--- config.mk ---
export PLATFORM = sky130hd
export DESIGN_NAME = pief_port
export DESIGN_NICKNAME = d
export VERILOG_FILES = /design/src/logic/pief_pkg.sv /design/src/logic/pief_port.sv
export SDC_FILE = /design/constraint.sdc
export NUM_CORES = 1
export LEC_CHECK = 0
export BUFFER_PORTS_ARGS = -buffer_cell sky130_fd_sc_hd__buf_2
export CORE_ASPECT_RATIO = 0.9
export CORE_MARGIN = 5
export CORE_UTILIZATION = 52
export CTS_CLUSTER_SIZE = 16
export DETAILED_ROUTE_END_ITERATION = 16
export GPL_ROUTABILITY_DRIVEN = 0
export GPL_TIMING_DRIVEN = 0
export PLACE_DENSITY = 0.93
export SLEW_MARGIN = 20
export SYNTH_ARGS = -nofsm -noshare
export SYNTH_HDL_FRONTEND = slang
export SYNTH_SLANG_ARGS = --single-unit
export TNS_END_PERCENT = 1
--- constraint.sdc ---
create_clock -name hclk -period 3.4 [get_ports hclk]
set_input_delay 0.68 -clock hclk [delete_from_list [all_inputs] [get_ports hclk]]
set_output_delay 0.68 -clock hclk [all_outputs]
set_load 0.02 [all_outputs]
--- src/logic/pief_pkg.sv ---
// shared constants and types for the port input mode and edge flag block
package pief_pkg;

  // ----------------------------------------------------------------
  // register word indices (byte address = 4 * index)
  // ----------------------------------------------------------------
  localparam logic [7:0] PIEF_IDX_EDGE_FLAGS = 8'hAD;
  localparam logic [7:0] PIEF_IDX_OUT_LATCH = 8'hB0;
  localparam logic [7:0] PIEF_IDX_INPUT_SEL = 8'hBD;
  localparam logic [7:0] PIEF_IDX_DRIVE_MODE = 8'hC0;
  localparam logic [7:0] PIEF_IDX_ROUTE = 8'hC1;
  localparam logic [7:0] PIEF_IDX_P1_LEVEL = 8'hC2;
  localparam logic [7:0] PIEF_IDX_P3_LEVEL = 8'hC3;
  localparam logic [7:0] PIEF_IDX_IRQ_STATUS = 8'hC4;
  localparam logic [7:0] PIEF_IDX_IRQ_MASK = 8'hC5;
  localparam int PIEF_IDX_LSB = 2;
  localparam int PIEF_IDX_MSB = 9;
  localparam int PIEF_HI_LSB = 10;

  // ----------------------------------------------------------------
  // reset values
  // ----------------------------------------------------------------
  localparam logic [7:0] PIEF_RST_EDGE_FLAGS = 8'h00;
  localparam logic [7:0] PIEF_RST_OUT_LATCH = 8'hFF;
  localparam logic [7:0] PIEF_RST_INPUT_SEL = 8'hFF;
  localparam logic [7:0] PIEF_RST_DRIVE_MODE = 8'h00;
  localparam logic [7:0] PIEF_RST_ROUTE = 8'h00;
  localparam logic [1:0] PIEF_RST_IRQ = 2'h0;
  localparam logic [1:0] PIEF_IDLE_LEVEL = 2'h3;

  // ----------------------------------------------------------------
  // edge flag register layout: line 0 is pin 6, line 1 is pin 7
  // ----------------------------------------------------------------
  localparam int PIEF_LINES = 2;
  localparam int PIEF_FLAG_LSB = 6;
  localparam int PIEF_SEL_LSB = 2;
  localparam int PIEF_PIN_LSB = 6;
  localparam int PIEF_IRQ_LSB = 0;
  localparam logic [1:0] PIEF_HTRANS_NONSEQ = 2'h2;
  localparam logic PIEF_HRESP_OKAY = 1'b0;

  typedef enum logic [3:0] {
    PIEF_ST_IDLE = 4'h1,
    PIEF_ST_WRITE = 4'h2,
    PIEF_ST_RD_WAIT = 4'h4,
    PIEF_ST_RD_DONE = 4'h8
  } pief_state_t;

  typedef struct packed {
    logic [7:0] out;
    logic [7:0] oe;
  } pief_pins_t;

  typedef struct packed {
    logic hit;
    logic [7:0] idx;
  } pief_addr_t;

endpackage

--- src/logic/pief_port.sv ---
// port 1 input mode, port 3 latch and port 3 edge flags behind an AHB-Lite slave
//
// What this block does
// - input-select bit 0: analog mode, pull-up off, port 1 bit reads 0.
// - input-select bit 1: digital mode, port 1 bit reads the pin level.
// - port 3 latch reaches pins only where the crossbar leaves them unrouted; 0 low, 1 high.
// - latch bit 1 with drive-mode bit 0 leaves the pin undriven.
// - port 3 reads at index 0xB0 return the pin level regardless of crossbar setting; index 0xC3 returns the latch.
// - port 3 latch is 8 bits at index 0xB0, reset to all ones.
// - edges on port 3 pins 7 and 6 set pending flags bits 7 and 6.
// - pending flags stay set until software clears them; cleared reads 0.
//
// Design decision made here: the AHB-Lite interface to the registers.
`timescale 1ns/10ps
module pief_port
  import pief_pkg::*;
(
  input wire logic hclk,
  input wire logic hresetn,
  input wire logic hsel,
  input wire logic [31:0] haddr,
  input wire logic [1:0] htrans,
  input wire logic hwrite,
  input wire logic [2:0] hsize,
  input wire logic [31:0] hwdata,
  input wire logic hready,
  output logic hreadyout,
  output logic hresp,
  output logic [31:0] hrdata,
  input wire logic [7:0] p1_pin_in,
  output logic [7:0] p1_pullup_en,
  output logic [7:0] p1_data,
  input wire logic [7:0] p3_pin_in,
  output logic [7:0] p3_pin_out,
  output logic [7:0] p3_pin_oe,
  input wire logic [7:0] p3_periph_out,
  input wire logic [7:0] p3_periph_oe,
  output logic irq
);

  // ----------------------------------------------------------------
  // registers and state
  // ----------------------------------------------------------------
  pief_state_t state;
  pief_state_t next_state;
  pief_addr_t aphase;
  pief_addr_t next_aphase;
  pief_pins_t p3_drive;
  logic [7:0] out_latch;
  logic [7:0] input_sel;
  logic [7:0] drive_mode;
  logic [7:0] route;
  logic [PIEF_LINES-1:0] pending;
  logic [PIEF_LINES-1:0] edge_sel;
  logic [PIEF_LINES-1:0] prev_level;
  logic [PIEF_LINES-1:0] edge_hit;
  logic [1:0] irq_status;
  logic [1:0] irq_mask;
  logic [7:0] rd_byte;
  logic take;
  logic wr_now;
  logic [7:0] wbyte;
  logic [7:0] local_oe;
  logic [7:0] edge_word;
  logic wr_edge;
  logic wr_latch;
  logic wr_input;
  logic wr_drive;
  logic wr_route;
  logic wr_status;
  logic wr_mask;

  // ----------------------------------------------------------------
  // bus address phase
  // ----------------------------------------------------------------
  // only NONSEQ starts a transfer; this slave never sees BUSY or SEQ
  assign take = hsel && hready && (htrans == PIEF_HTRANS_NONSEQ);
  assign wr_now = (state == PIEF_ST_WRITE) && aphase.hit;
  // hsize is not decoded: every access is taken as a whole word and only byte 0 is kept
  assign wbyte = hwdata[7:0];

  always_comb begin
    next_aphase.hit = (haddr[31:PIEF_HI_LSB] == '0);
    next_aphase.idx = haddr[PIEF_IDX_MSB:PIEF_IDX_LSB];
  end

  // reads take one wait cycle so a write in the cycle before is visible
  always_comb begin
    next_state = PIEF_ST_IDLE;
    case (state)
      PIEF_ST_RD_WAIT: begin
        next_state = PIEF_ST_RD_DONE;
      end
      PIEF_ST_IDLE, PIEF_ST_WRITE, PIEF_ST_RD_DONE: begin
        if (take) begin
          next_state = hwrite ? PIEF_ST_WRITE : PIEF_ST_RD_WAIT;
        end
      end
      default: begin
        next_state = PIEF_ST_IDLE;
      end
    endcase
  end

  always_ff @(posedge hclk or negedge hresetn) begin
    if (!hresetn) begin
      state <= PIEF_ST_IDLE;
    end else begin
      state <= next_state;
    end
  end

  always_ff @(posedge hclk or negedge hresetn) begin
    if (!hresetn) begin
      aphase <= '0;
    end else if (take) begin
      aphase <= next_aphase;
    end
  end

  // ----------------------------------------------------------------
  // data phase response
  // ----------------------------------------------------------------
  // every access completes, so an error response is never needed
  assign hreadyout = (state != PIEF_ST_RD_WAIT);
  assign hresp = PIEF_HRESP_OKAY;

  // ----------------------------------------------------------------
  // write strobes, valid in the data phase of a mapped write
  // ----------------------------------------------------------------
  // each strobe lasts one cycle and takes effect at the edge ending the data phase
  assign wr_edge = wr_now && (aphase.idx == PIEF_IDX_EDGE_FLAGS);
  assign wr_latch = wr_now && (aphase.idx == PIEF_IDX_OUT_LATCH);
  assign wr_input = wr_now && (aphase.idx == PIEF_IDX_INPUT_SEL);
  assign wr_drive = wr_now && (aphase.idx == PIEF_IDX_DRIVE_MODE);
  assign wr_route = wr_now && (aphase.idx == PIEF_IDX_ROUTE);
  assign wr_status = wr_now && (aphase.idx == PIEF_IDX_IRQ_STATUS);
  assign wr_mask = wr_now && (aphase.idx == PIEF_IDX_IRQ_MASK);

  // unused flag register bits stay at their reset zero on every read
  always_comb begin
    edge_word = PIEF_RST_EDGE_FLAGS;
    edge_word[PIEF_FLAG_LSB +: PIEF_LINES] = pending;
    edge_word[PIEF_SEL_LSB +: PIEF_LINES] = edge_sel;
  end

  // ----------------------------------------------------------------
  // read mux, captured into hrdata during the wait cycle
  // ----------------------------------------------------------------
  always_comb begin
    rd_byte = '0;
    if (aphase.hit) begin
      case (aphase.idx)
        PIEF_IDX_EDGE_FLAGS: begin
          rd_byte = edge_word;
        end
        PIEF_IDX_OUT_LATCH: begin
          rd_byte = p3_pin_in;
        end
        PIEF_IDX_INPUT_SEL: begin
          rd_byte = input_sel;
        end
        PIEF_IDX_DRIVE_MODE: begin
          rd_byte = drive_mode;
        end
        PIEF_IDX_ROUTE: begin
          rd_byte = route;
        end
        PIEF_IDX_P1_LEVEL: begin
          rd_byte = p1_data;
        end
        PIEF_IDX_P3_LEVEL: begin
          rd_byte = out_latch;
        end
        PIEF_IDX_IRQ_STATUS: begin
          rd_byte[PIEF_IRQ_LSB +: PIEF_LINES] = irq_status;
        end
        PIEF_IDX_IRQ_MASK: begin
          rd_byte[PIEF_IRQ_LSB +: PIEF_LINES] = irq_mask;
        end
        default: begin
          rd_byte = '0;
        end
      endcase
    end
  end

  // upper bytes stay zero: every register here is one byte wide
  always_ff @(posedge hclk or negedge hresetn) begin
    if (!hresetn) begin
      hrdata <= '0;
    end else if (state == PIEF_ST_RD_WAIT) begin
      hrdata <= {24'h000000, rd_byte};
    end
  end

  // ----------------------------------------------------------------
  // software registers
  // ----------------------------------------------------------------
  // software sees the latch as one byte; single-bit access is left to the core
  always_ff @(posedge hclk or negedge hresetn) begin
    if (!hresetn) begin
      out_latch <= PIEF_RST_OUT_LATCH;
    end else if (wr_latch) begin
      out_latch <= wbyte;
    end
  end

  always_ff @(posedge hclk or negedge hresetn) begin
    if (!hresetn) begin
      input_sel <= PIEF_RST_INPUT_SEL;
    end else if (wr_input) begin
      input_sel <= wbyte;
    end
  end

  always_ff @(posedge hclk or negedge hresetn) begin
    if (!hresetn) begin
      drive_mode <= PIEF_RST_DRIVE_MODE;
    end else if (wr_drive) begin
      drive_mode <= wbyte;
    end
  end

  always_ff @(posedge hclk or negedge hresetn) begin
    if (!hresetn) begin
      route <= PIEF_RST_ROUTE;
    end else if (wr_route) begin
      route <= wbyte;
    end
  end

  always_ff @(posedge hclk or negedge hresetn) begin
    if (!hresetn) begin
      edge_sel <= PIEF_RST_EDGE_FLAGS[PIEF_SEL_LSB +: PIEF_LINES];
    end else if (wr_edge) begin
      edge_sel <= wbyte[PIEF_SEL_LSB +: PIEF_LINES];
    end
  end

  always_ff @(posedge hclk or negedge hresetn) begin
    if (!hresetn) begin
      irq_mask <= PIEF_RST_IRQ;
    end else if (wr_mask) begin
      irq_mask <= wbyte[PIEF_IRQ_LSB +: PIEF_LINES];
    end
  end

  // ----------------------------------------------------------------
  // port 1 input mode
  // ----------------------------------------------------------------
  // analog pins keep the digital path gated so a floating level never shows
  assign p1_pullup_en = input_sel;
  always_ff @(posedge hclk or negedge hresetn) begin
    if (!hresetn) begin
      p1_data <= '0;
    end else begin
      p1_data <= p1_pin_in & input_sel;
    end
  end

  // ----------------------------------------------------------------
  // port 3 pin drive
  // ----------------------------------------------------------------
  // open drain: a latched one only drives when its drive-mode bit is set
  assign local_oe = ~out_latch | drive_mode;
  // a routed bit hands the pin to the peripheral; the latch still holds its value
  always_comb begin
    p3_drive.out = (route & p3_periph_out) | (~route & out_latch);
    p3_drive.oe = (route & p3_periph_oe) | (~route & local_oe);
  end

  // registered so the pads never glitch while route and latch change together
  always_ff @(posedge hclk or negedge hresetn) begin
    if (!hresetn) begin
      p3_pin_out <= PIEF_RST_OUT_LATCH;
      p3_pin_oe <= PIEF_RST_DRIVE_MODE;
    end else begin
      p3_pin_out <= p3_drive.out;
      p3_pin_oe <= p3_drive.oe;
    end
  end

  // ----------------------------------------------------------------
  // edge detection and pending flags
  // ----------------------------------------------------------------
  // reset to the pulled-up idle level so release does not fake a rising edge
  always_ff @(posedge hclk or negedge hresetn) begin
    if (!hresetn) begin
      prev_level <= PIEF_IDLE_LEVEL;
    end else begin
      prev_level <= p3_pin_in[PIEF_PIN_LSB +: PIEF_LINES];
    end
  end

  genvar g;
  generate
    for (g = 0; g < PIEF_LINES; g++) begin : g_line
      logic cur;
      logic rise;
      logic fall;
      logic clr;
      logic ack;
      // each line compares the pin with the level it had at the previous edge
      assign cur = p3_pin_in[PIEF_PIN_LSB + g];
      assign rise = cur && !prev_level[g];
      assign fall = !cur && prev_level[g];
      assign edge_hit[g] = edge_sel[g] ? rise : fall;
      // writing a one leaves the flag alone, only a zero clears it
      assign clr = wr_edge && !wbyte[PIEF_FLAG_LSB + g];
      assign ack = wr_status && wbyte[PIEF_IRQ_LSB + g];

      // a new edge in the clearing cycle wins so it is never lost
      always_ff @(posedge hclk or negedge hresetn) begin
        if (!hresetn) begin
          pending[g] <= PIEF_RST_EDGE_FLAGS[PIEF_FLAG_LSB + g];
        end else if (edge_hit[g]) begin
          pending[g] <= 1'b1;
        end else if (clr) begin
          pending[g] <= 1'b0;
        end
      end

      always_ff @(posedge hclk or negedge hresetn) begin
        if (!hresetn) begin
          irq_status[g] <= PIEF_RST_IRQ[g];
        end else if (edge_hit[g]) begin
          irq_status[g] <= 1'b1;
        end else if (ack) begin
          irq_status[g] <= 1'b0;
        end
      end
    end
  endgenerate

  // ----------------------------------------------------------------
  // interrupt output
  // ----------------------------------------------------------------
  // level output: it drops only once software has acknowledged every unmasked cause
  assign irq = |(irq_status & irq_mask);

endmodule

==> results of run 1 <==
-- metal layers --
layer / up-vias / share of wire [%] / track usage, %
li1: 1472 / - / -
met1: 1544 / 38 / 27.1
met2: 153 / 50 / 36.3
met3: 18 / 10 / 7.04
met4: 0 / 1.7 / 7.24
met5: - / 0 / 0
-- how the worst max path moves through the flow --
stage / startpoint / to / cells past startpoint
floorplan: state[1] / hreadyout / 2
global placement: hresetn / p3_pin_oe[6] / 1
detailed placement: state[1] / hreadyout / 3
CTS: state[1] / hreadyout / 3
global route: state[1] / hreadyout / 3
finish: state[1] / hreadyout / 3
-- cell type report --
| class | count | area [um2] |
|---|---|---|
| clock inverter | 4 | 72.6 |
| tap | 99 | 124 |
| inverter | 10 | 37.5 |
| sequential | 87 | 2210 |
| buffer | 39 | 279 |
| timing repair buffer | 119 | 621 |
| clock buffer | 12 | 135 |
| multi-input combinational | 217 | 1790 |
| fill | 635 | 2720 |
-- state kept, by name, indices dropped and copies added (netlist names) --
register / flops
p1_pullup_en: 8
hrdata: 8
out_latch: 8
irq_status: 2
aphase: 9
prev_level: 2
p1_data: 8
p3_pin_out: 8
state: 4
route: 8
edge_sel: 2
drive_mode: 8
irq_mask: 2
p3_pin_oe: 8
edge_word: 2
-- cell usage after synthesis, types with 3 or more instances --
master    instances
buf_2             6
o21ai_0           9
dfrtp_1          60
and2_1           11
mux2_2           51
dfstp_2          27
a21boi_0          4
buf_6             3
a21oi_1          11
nor3b_1           9
and4b_1           4
mux2i_1           3
inv_1             9
buf_4            27
nand4_1           5
a22o_1            8
nand2_1          14
a22oi_1           9
nor4_1            6
mux4_2            8
nor2_1            9
-- cell families after synthesis --
group,count (synthesis)
xor+xnor,1
mux,62
compound gates,50
buf+inv,49
flops,87
simple gates,79
other cells,1
-- power by group --
part           switching (mW)  internal (mW)
combinational           0.233          0.188
clock                   0.360          0.414
sequential             0.0420           1.10
total                   0.635           1.70
-- metrics by stage --
stage	worst slack (ns)	area, um2
global placement	1.02	5030
global route	0.801	5270
finish	0.853	5270
CTS	0.874	5270
detailed placement	1.26	5060
floorplan	1.63	4320
==> summary.txt, run 1 <==
Finish
  • Most common cell after layout, fill and taps aside: buf_2
  • N_diodes: 0
  • Proportion of layout cells with a drive suffix above 1: 54.3%
  • Commonest cells after routing, fill and taps aside: 123 x buf_2, 60 x dfrtp_1, 51 x mux2_2
  • Area growth syn-to-layout: 24.6%
  • Core Util, Final: between 60% and 70%
  • Layout Cells excl Fill: 587
  • Final #Nets: a little under 600

Synthesis
  • Most used DFF post-synth: dfrtp_1
  • Avg Cell Area, Syn: around 13 um2
  • Main area contributors after synthesis: dfrtp_1 36%, dfstp_2 17%, mux2_2 14%
  • Synth cell types: 51
  • Synth Area in Simple Gates: 12.9%
  • Largest family of logic cells by synthesized area: multiplexers
  • Mapped Area: 4230 um2
  • #FFs+latches synth: 87
  • Post-synth EDFFs: 0
  • Synth area leader: dfrtp_1
  • Mapped Cells: between 300 and 400
  • Compound-cell area share of the yosys netlist: 8.49%
  • Synth Warn #: 0
  • Multiplexer area fraction after synthesis: between 10% and 20%
  • Post-Synth Adder-Cell Area: 0%
  • Sequential fraction of the synthesis area: 52.3%
  • Fraction of registers with async set/reset: 100%
  • XOR/XNOR Fraction of Synth Area: less than 1%
  • Post-synth top area share: 35.5%

Floorplan
  • CORE AREA: roughly 8000 um2
  • Die area: approximately 10000 um2
  • I/O pin total: between 150 and 200
  • Initial core utilization: 52.9%
  • # rows: 31
  • Die X: roughly 110 um
  • Die Y: ~96 um

Pwr
  • Total power: around 2.3 mW
  • Pwr per Cell Area: 443 nW/um2
  • Max IR drop VDD: 0.271 mV
  • Leak pwr: approximately 2.5 nW

Setup path
  • Cells along the critical path: nor4b_4 -> clkinv_1 -> buf_2
  • R2r setup slk: approximately 1.3 ns
  • FF-to-FF End: drive_mode[5]
  • Critical Path End Type: primary output
  • Worst r2r src: aphase[4]
  • Reg2Reg Depth: 6
  • Crit-path leading delay family: buffers and inverters
  • Worst path max stage delay: approximately 0.45 ns
  • Crit path required time: 2.72 ns
  • Slowest-stage cell, CP: dfrtp_1
  • Launching element type of the critical path: flop
  • Crit-path max FO: 9
  • Crit path DAT: about 1.9 ns
  • CP bufs+invs: 2
  • Classification of the worst setup path: reg2out

Clocking
  • Clk_lat worst skew: roughly 0.36 ns
  • Clock-pin slew on the worst setup and hold paths: 0.08 ns
  • Post-CTS Resized: 0
  • CTS max path bufs: 2
  • CTS tree: done
  • Htree depth: 3
  • Clock root cell: clkbuf_8
  • Post-CTS Setup Bufs: 0
  • # clock sinks: 87
  • Cts bufs inserted: 9
  • # hold bufs at CTS: 0

Worst hold path
  • Hold crit path type: in2async

GRT
  • Tot GR Track Use: about 22%
  • Antenna violations before repair: 0
  • Vias in the first global route: 3474
  • Gr ovfl total: 0
  • Global-route wire length before repair: approximately 17 mm
  • Largest net degree at the start of global routing: 62

Timing
  • Measured slew at the worst slew-check pin: between 0.6 and 0.7 ns
  • Final hold viol count: 0
  • Max transition margin: ~55%
  • Fin crit share: between 70% and 80%
  • Fin Setup TNS: 0 ns
  • Fin crit period: between 2 and 3 ns
  • # setup viols final: 0
  • RSZ-0062 raised after global routing: no
  • Smallest hold slack: roughly 0.23 ns
  • Max Clk Rate: 0.393 GHz
  • Worst Skew: approximately 0.011 ns
  • Max-slew violation count: 0

Outcome
  • Status: complete, no violations

Drt
  • Post-DR wirelength/cell: 18.0 um
  • Detailed Route Iter0 Violations: 260
  • Total number of vias: between 3k and 4k
  • First-pass iteration count of the detailed router: 4
  • ANT nets after route: 0
  • Vias per cell: approximately 5.4
  • Drc violations: 0
  • Overall routed net length: 10.5 mm

Placed design
  • Port bufs: approximately 120
  • Placed Instances: roughly 570
  • Final HPWL DP: between 7 and 8 mm

Run
  • Max cap viols: 0
Note: power is estimated with default switching activity, not from simulation.
==> run 2, diff against run 1 <==
- CORE_UTILIZATION: 52 -> 48
- PLACE_DENSITY: 0.93 -> 0.88
- clock period: 3.4 -> 2.5 ns (I/O delays scaled with it)
==> run 2 against run 1 <==
Via count is 0.13% higher. Final area is 0.69% higher. Global-route usage is 1.5 points lower. Sequential share of layout area shrank 0.29 points. Core utilization decreased by 4.0 points. Worst setup slack worse by 0.70 ns. Clock skew barely moved. Cell count up 3.4%. Worst hold slack got worse by 0.15 ns. Critical endpoint unchanged. Largest cell class unchanged. Highest routed layer unchanged.
==> summary.txt, run 2 (synthesis results as in run 1) <==
Placed design
  • Port bufs: 118 (unchanged)
  • Placed Instances: 591 (+3.5%)
  • Final HPWL DP: 7.99 mm (+3.1%)

Finish
  • Final #Nets: 589 (unchanged)
  • FILL cells: 709 (+12%)
  • Number of flip-flops in the largest register: 9 (unchanged)
  • Area of the multi-input gates: 1790 um2 (unchanged)
  • Most common cell after layout, fill and taps aside: buf_2
  • Commonest cells after routing, fill and taps aside: 123 x buf_2, 60 x dfrtp_1, 51 x mux2_2
  • Top reg by flops: aphase
  • N_diodes: 0 (unchanged)
  • Area growth syn-to-layout: 25.5%
  • Storage element area: 2210 um2 (unchanged)
  • Proportion of layout cells with a drive suffix above 1: 54.9% (+0.61 points)
  • Layout Cells excl Fill: 607 (+3.4%)

Setup path
  • Slowest-stage cell, CP: dfrtp_1
  • Crit-path leading delay family: buffers and inverters
  • R2r setup slk: 0.36 ns (-0.96 ns)
  • Crit path required time: 2.00 ns (-0.72 ns)
  • Launching element type of the critical path: flop
  • Critical Path End Type: primary output
  • Worst path max stage delay: 0.46 ns (about the same)
  • Classification of the worst setup path: reg2out
  • CP bufs+invs: 2 (unchanged)
  • Worst r2r src: aphase[2]
  • FF-to-FF End: hrdata[7]
  • Cells along the critical path: nor4b_4 -> clkinv_1 -> buf_2
  • Crit path DAT: 1.85 ns (-0.02 ns)
  • Reg2Reg Depth: 6 (unchanged)
  • Crit-path max FO: 9 (unchanged)

Pwr
  • Leak pwr: 2.52 nW (+0.38%)
  • Max IR drop VDD: 0.501 mV (+85%)
  • Pwr per Cell Area: 604 nW/um2 (+36%)

Drt
  • WL met1: 4.49 mm (+12%)
  • First-pass iteration count of the detailed router: 4 (unchanged)
  • Total number of vias: 3191 (+0.13%)
  • Post-DR wirelength/cell: 17.6 um (-1.8%)
  • Detailed Route Iter0 Violations: 183 (-30%)
  • Vias per cell: 5.26 (-3.2%)
  • Met2 wire len: 5.15 mm (-2.5%)
  • Overall routed net length: 10.7 mm (+1.5%)
  • Drc violations: 0 (unchanged)
  • Top sig layer: met4
  • ANT nets after route: 0 (unchanged)
  • WL met3: 891 um (-18%)

Timing
  • Fin Setup TNS: 0 ns (unchanged)
  • RSZ-0062 raised after global routing: no
  • Max transition margin: 52.4% (-2.7 points)
  • Worst Skew: 0.0111 ns (+0.000356 ns)
  • Smallest hold slack: 0.0800 ns (-0.155 ns)
  • Max-slew violation count: 0 (unchanged)
  • Measured slew at the worst slew-check pin: 0.713 ns (+0.0401 ns)
  • Fin crit period: approximately 2.3 ns
  • # setup viols final: 0 (unchanged)
  • Final hold viol count: 0 (unchanged)
  • Max Clk Rate: roughly 0.43 GHz
  • Fin crit share: roughly 94%

GRT
  • Largest net degree at the start of global routing: 56 (-9.7%)
  • Global-route wire length before repair: 16.8 mm (-1.2%)
  • Gr ovfl total: 0 (unchanged)
  • Vias in the first global route: 3317 (-4.5%)
  • Antenna violations before repair: 0 (unchanged)
  • Tot GR Track Use: 20.3% (-1.5 points)

Worst hold path
  • Hold crit path type: in2async

Clocking
  • Clk_lat worst skew: 0.36 ns (about the same)
  • Clock-pin slew on the worst setup and hold paths: 0.09 ns (about the same)
  • Cts bufs inserted: 9 (unchanged)
  • # clock sinks: 87 (unchanged)
  • Htree depth: 3 (unchanged)
  • Post-CTS Setup Bufs: 0 (unchanged)
  • Post-CTS Resized: 0 (unchanged)
  • Clock root cell: clkbuf_8
  • CTS tree: done
  • CTS max path bufs: 2 (unchanged)
  • # hold bufs at CTS: 0 (unchanged)

Floorplan
  • # rows: 32 (+3.2%)
  • CORE AREA: 8570 um2 (+7.2%)
  • Die Y: 99.0 um (+3.7%)
  • I/O pin total: 173 (unchanged)
  • Die X: 109 um (+3.7%)
  • Initial core utilization: 49.4% (-3.6 points)
  • Die area: 10800 um2 (+7.5%)

Run
  • Max cap viols: 0 (unchanged)

Outcome
  • Status: complete, no violations
run 2: changes by cell type in the layout (fill, tap and decap cells not counted), sizes merged:
cell	before	now
clkbuf	15	12
inv	9	11
clkinv	2	3
run 2: worst max-delay path by stage:
stage                   start       endpoint  depth (start not counted)
detailed placement  aphase[2]      hrdata[7]                          6
floorplan           aphase[4]  drive_mode[0]                          6
CTS                  state[1]      hreadyout                          3
finish               state[1]      hreadyout                          3
global route         state[1]      hreadyout                          3
global placement      hresetn     p1_data[0]                          1
run 2: where the power goes:
group          total (mW)  internal (mW)  switching [mW]
Clock                1.08          0.566           0.513
Sequential           1.55           1.49          0.0529
Combinational       0.576          0.256           0.320
run 2: metal layers:
layer | up-vias | global-route usage, %
met5 | - | 0
li1 | 1463 | -
met4 | 0 | 5.83
met2 | 127 | 32.2
met1 | 1583 | 26.9
met3 | 18 | 6.16
run 2: worst reg2reg max path, stage by stage (launching register included):
cell and delay, ns:
dfrtp_1 0.36, clkbuf_2 0.19, and4b_1 0.23, buf_2 0.20
and2_1 0.17, o311ai_2 0.60, a22oi_1 0.23
run 2: layout make-up:
cell class,instances,area share (%)
sequential,87,41.7
multi-input combinational,217,33.8
timing repair buffer,119,11.7
buffer,39,5.26
tap,119,2.81
clock buffer,9,2.33
clock inverter,7,1.79
inverter,10,0.707
run 2: per-stage QoR:
| stage | cell area [um2] | setup WS, ns | power, mW | utilization, % |
|---|---|---|---|---|
| 6_report | 5310 | 0.150 | 3.20 | 61.9 |
| 5_1_grt | 5310 | 0.0544 | 3.35 | 61.9 |
| 4_1_cts | 5310 | 0.149 | 3.22 | 61.9 |
| 3_5_place_dp | 5090 | 0.424 | 2.15 | 59.4 |
| 3_3_place_gp | 5060 | 0.269 | 2.12 | 59.0 |
| 2_1_floorplan | 4320 | 0.743 | 1.93 | - |
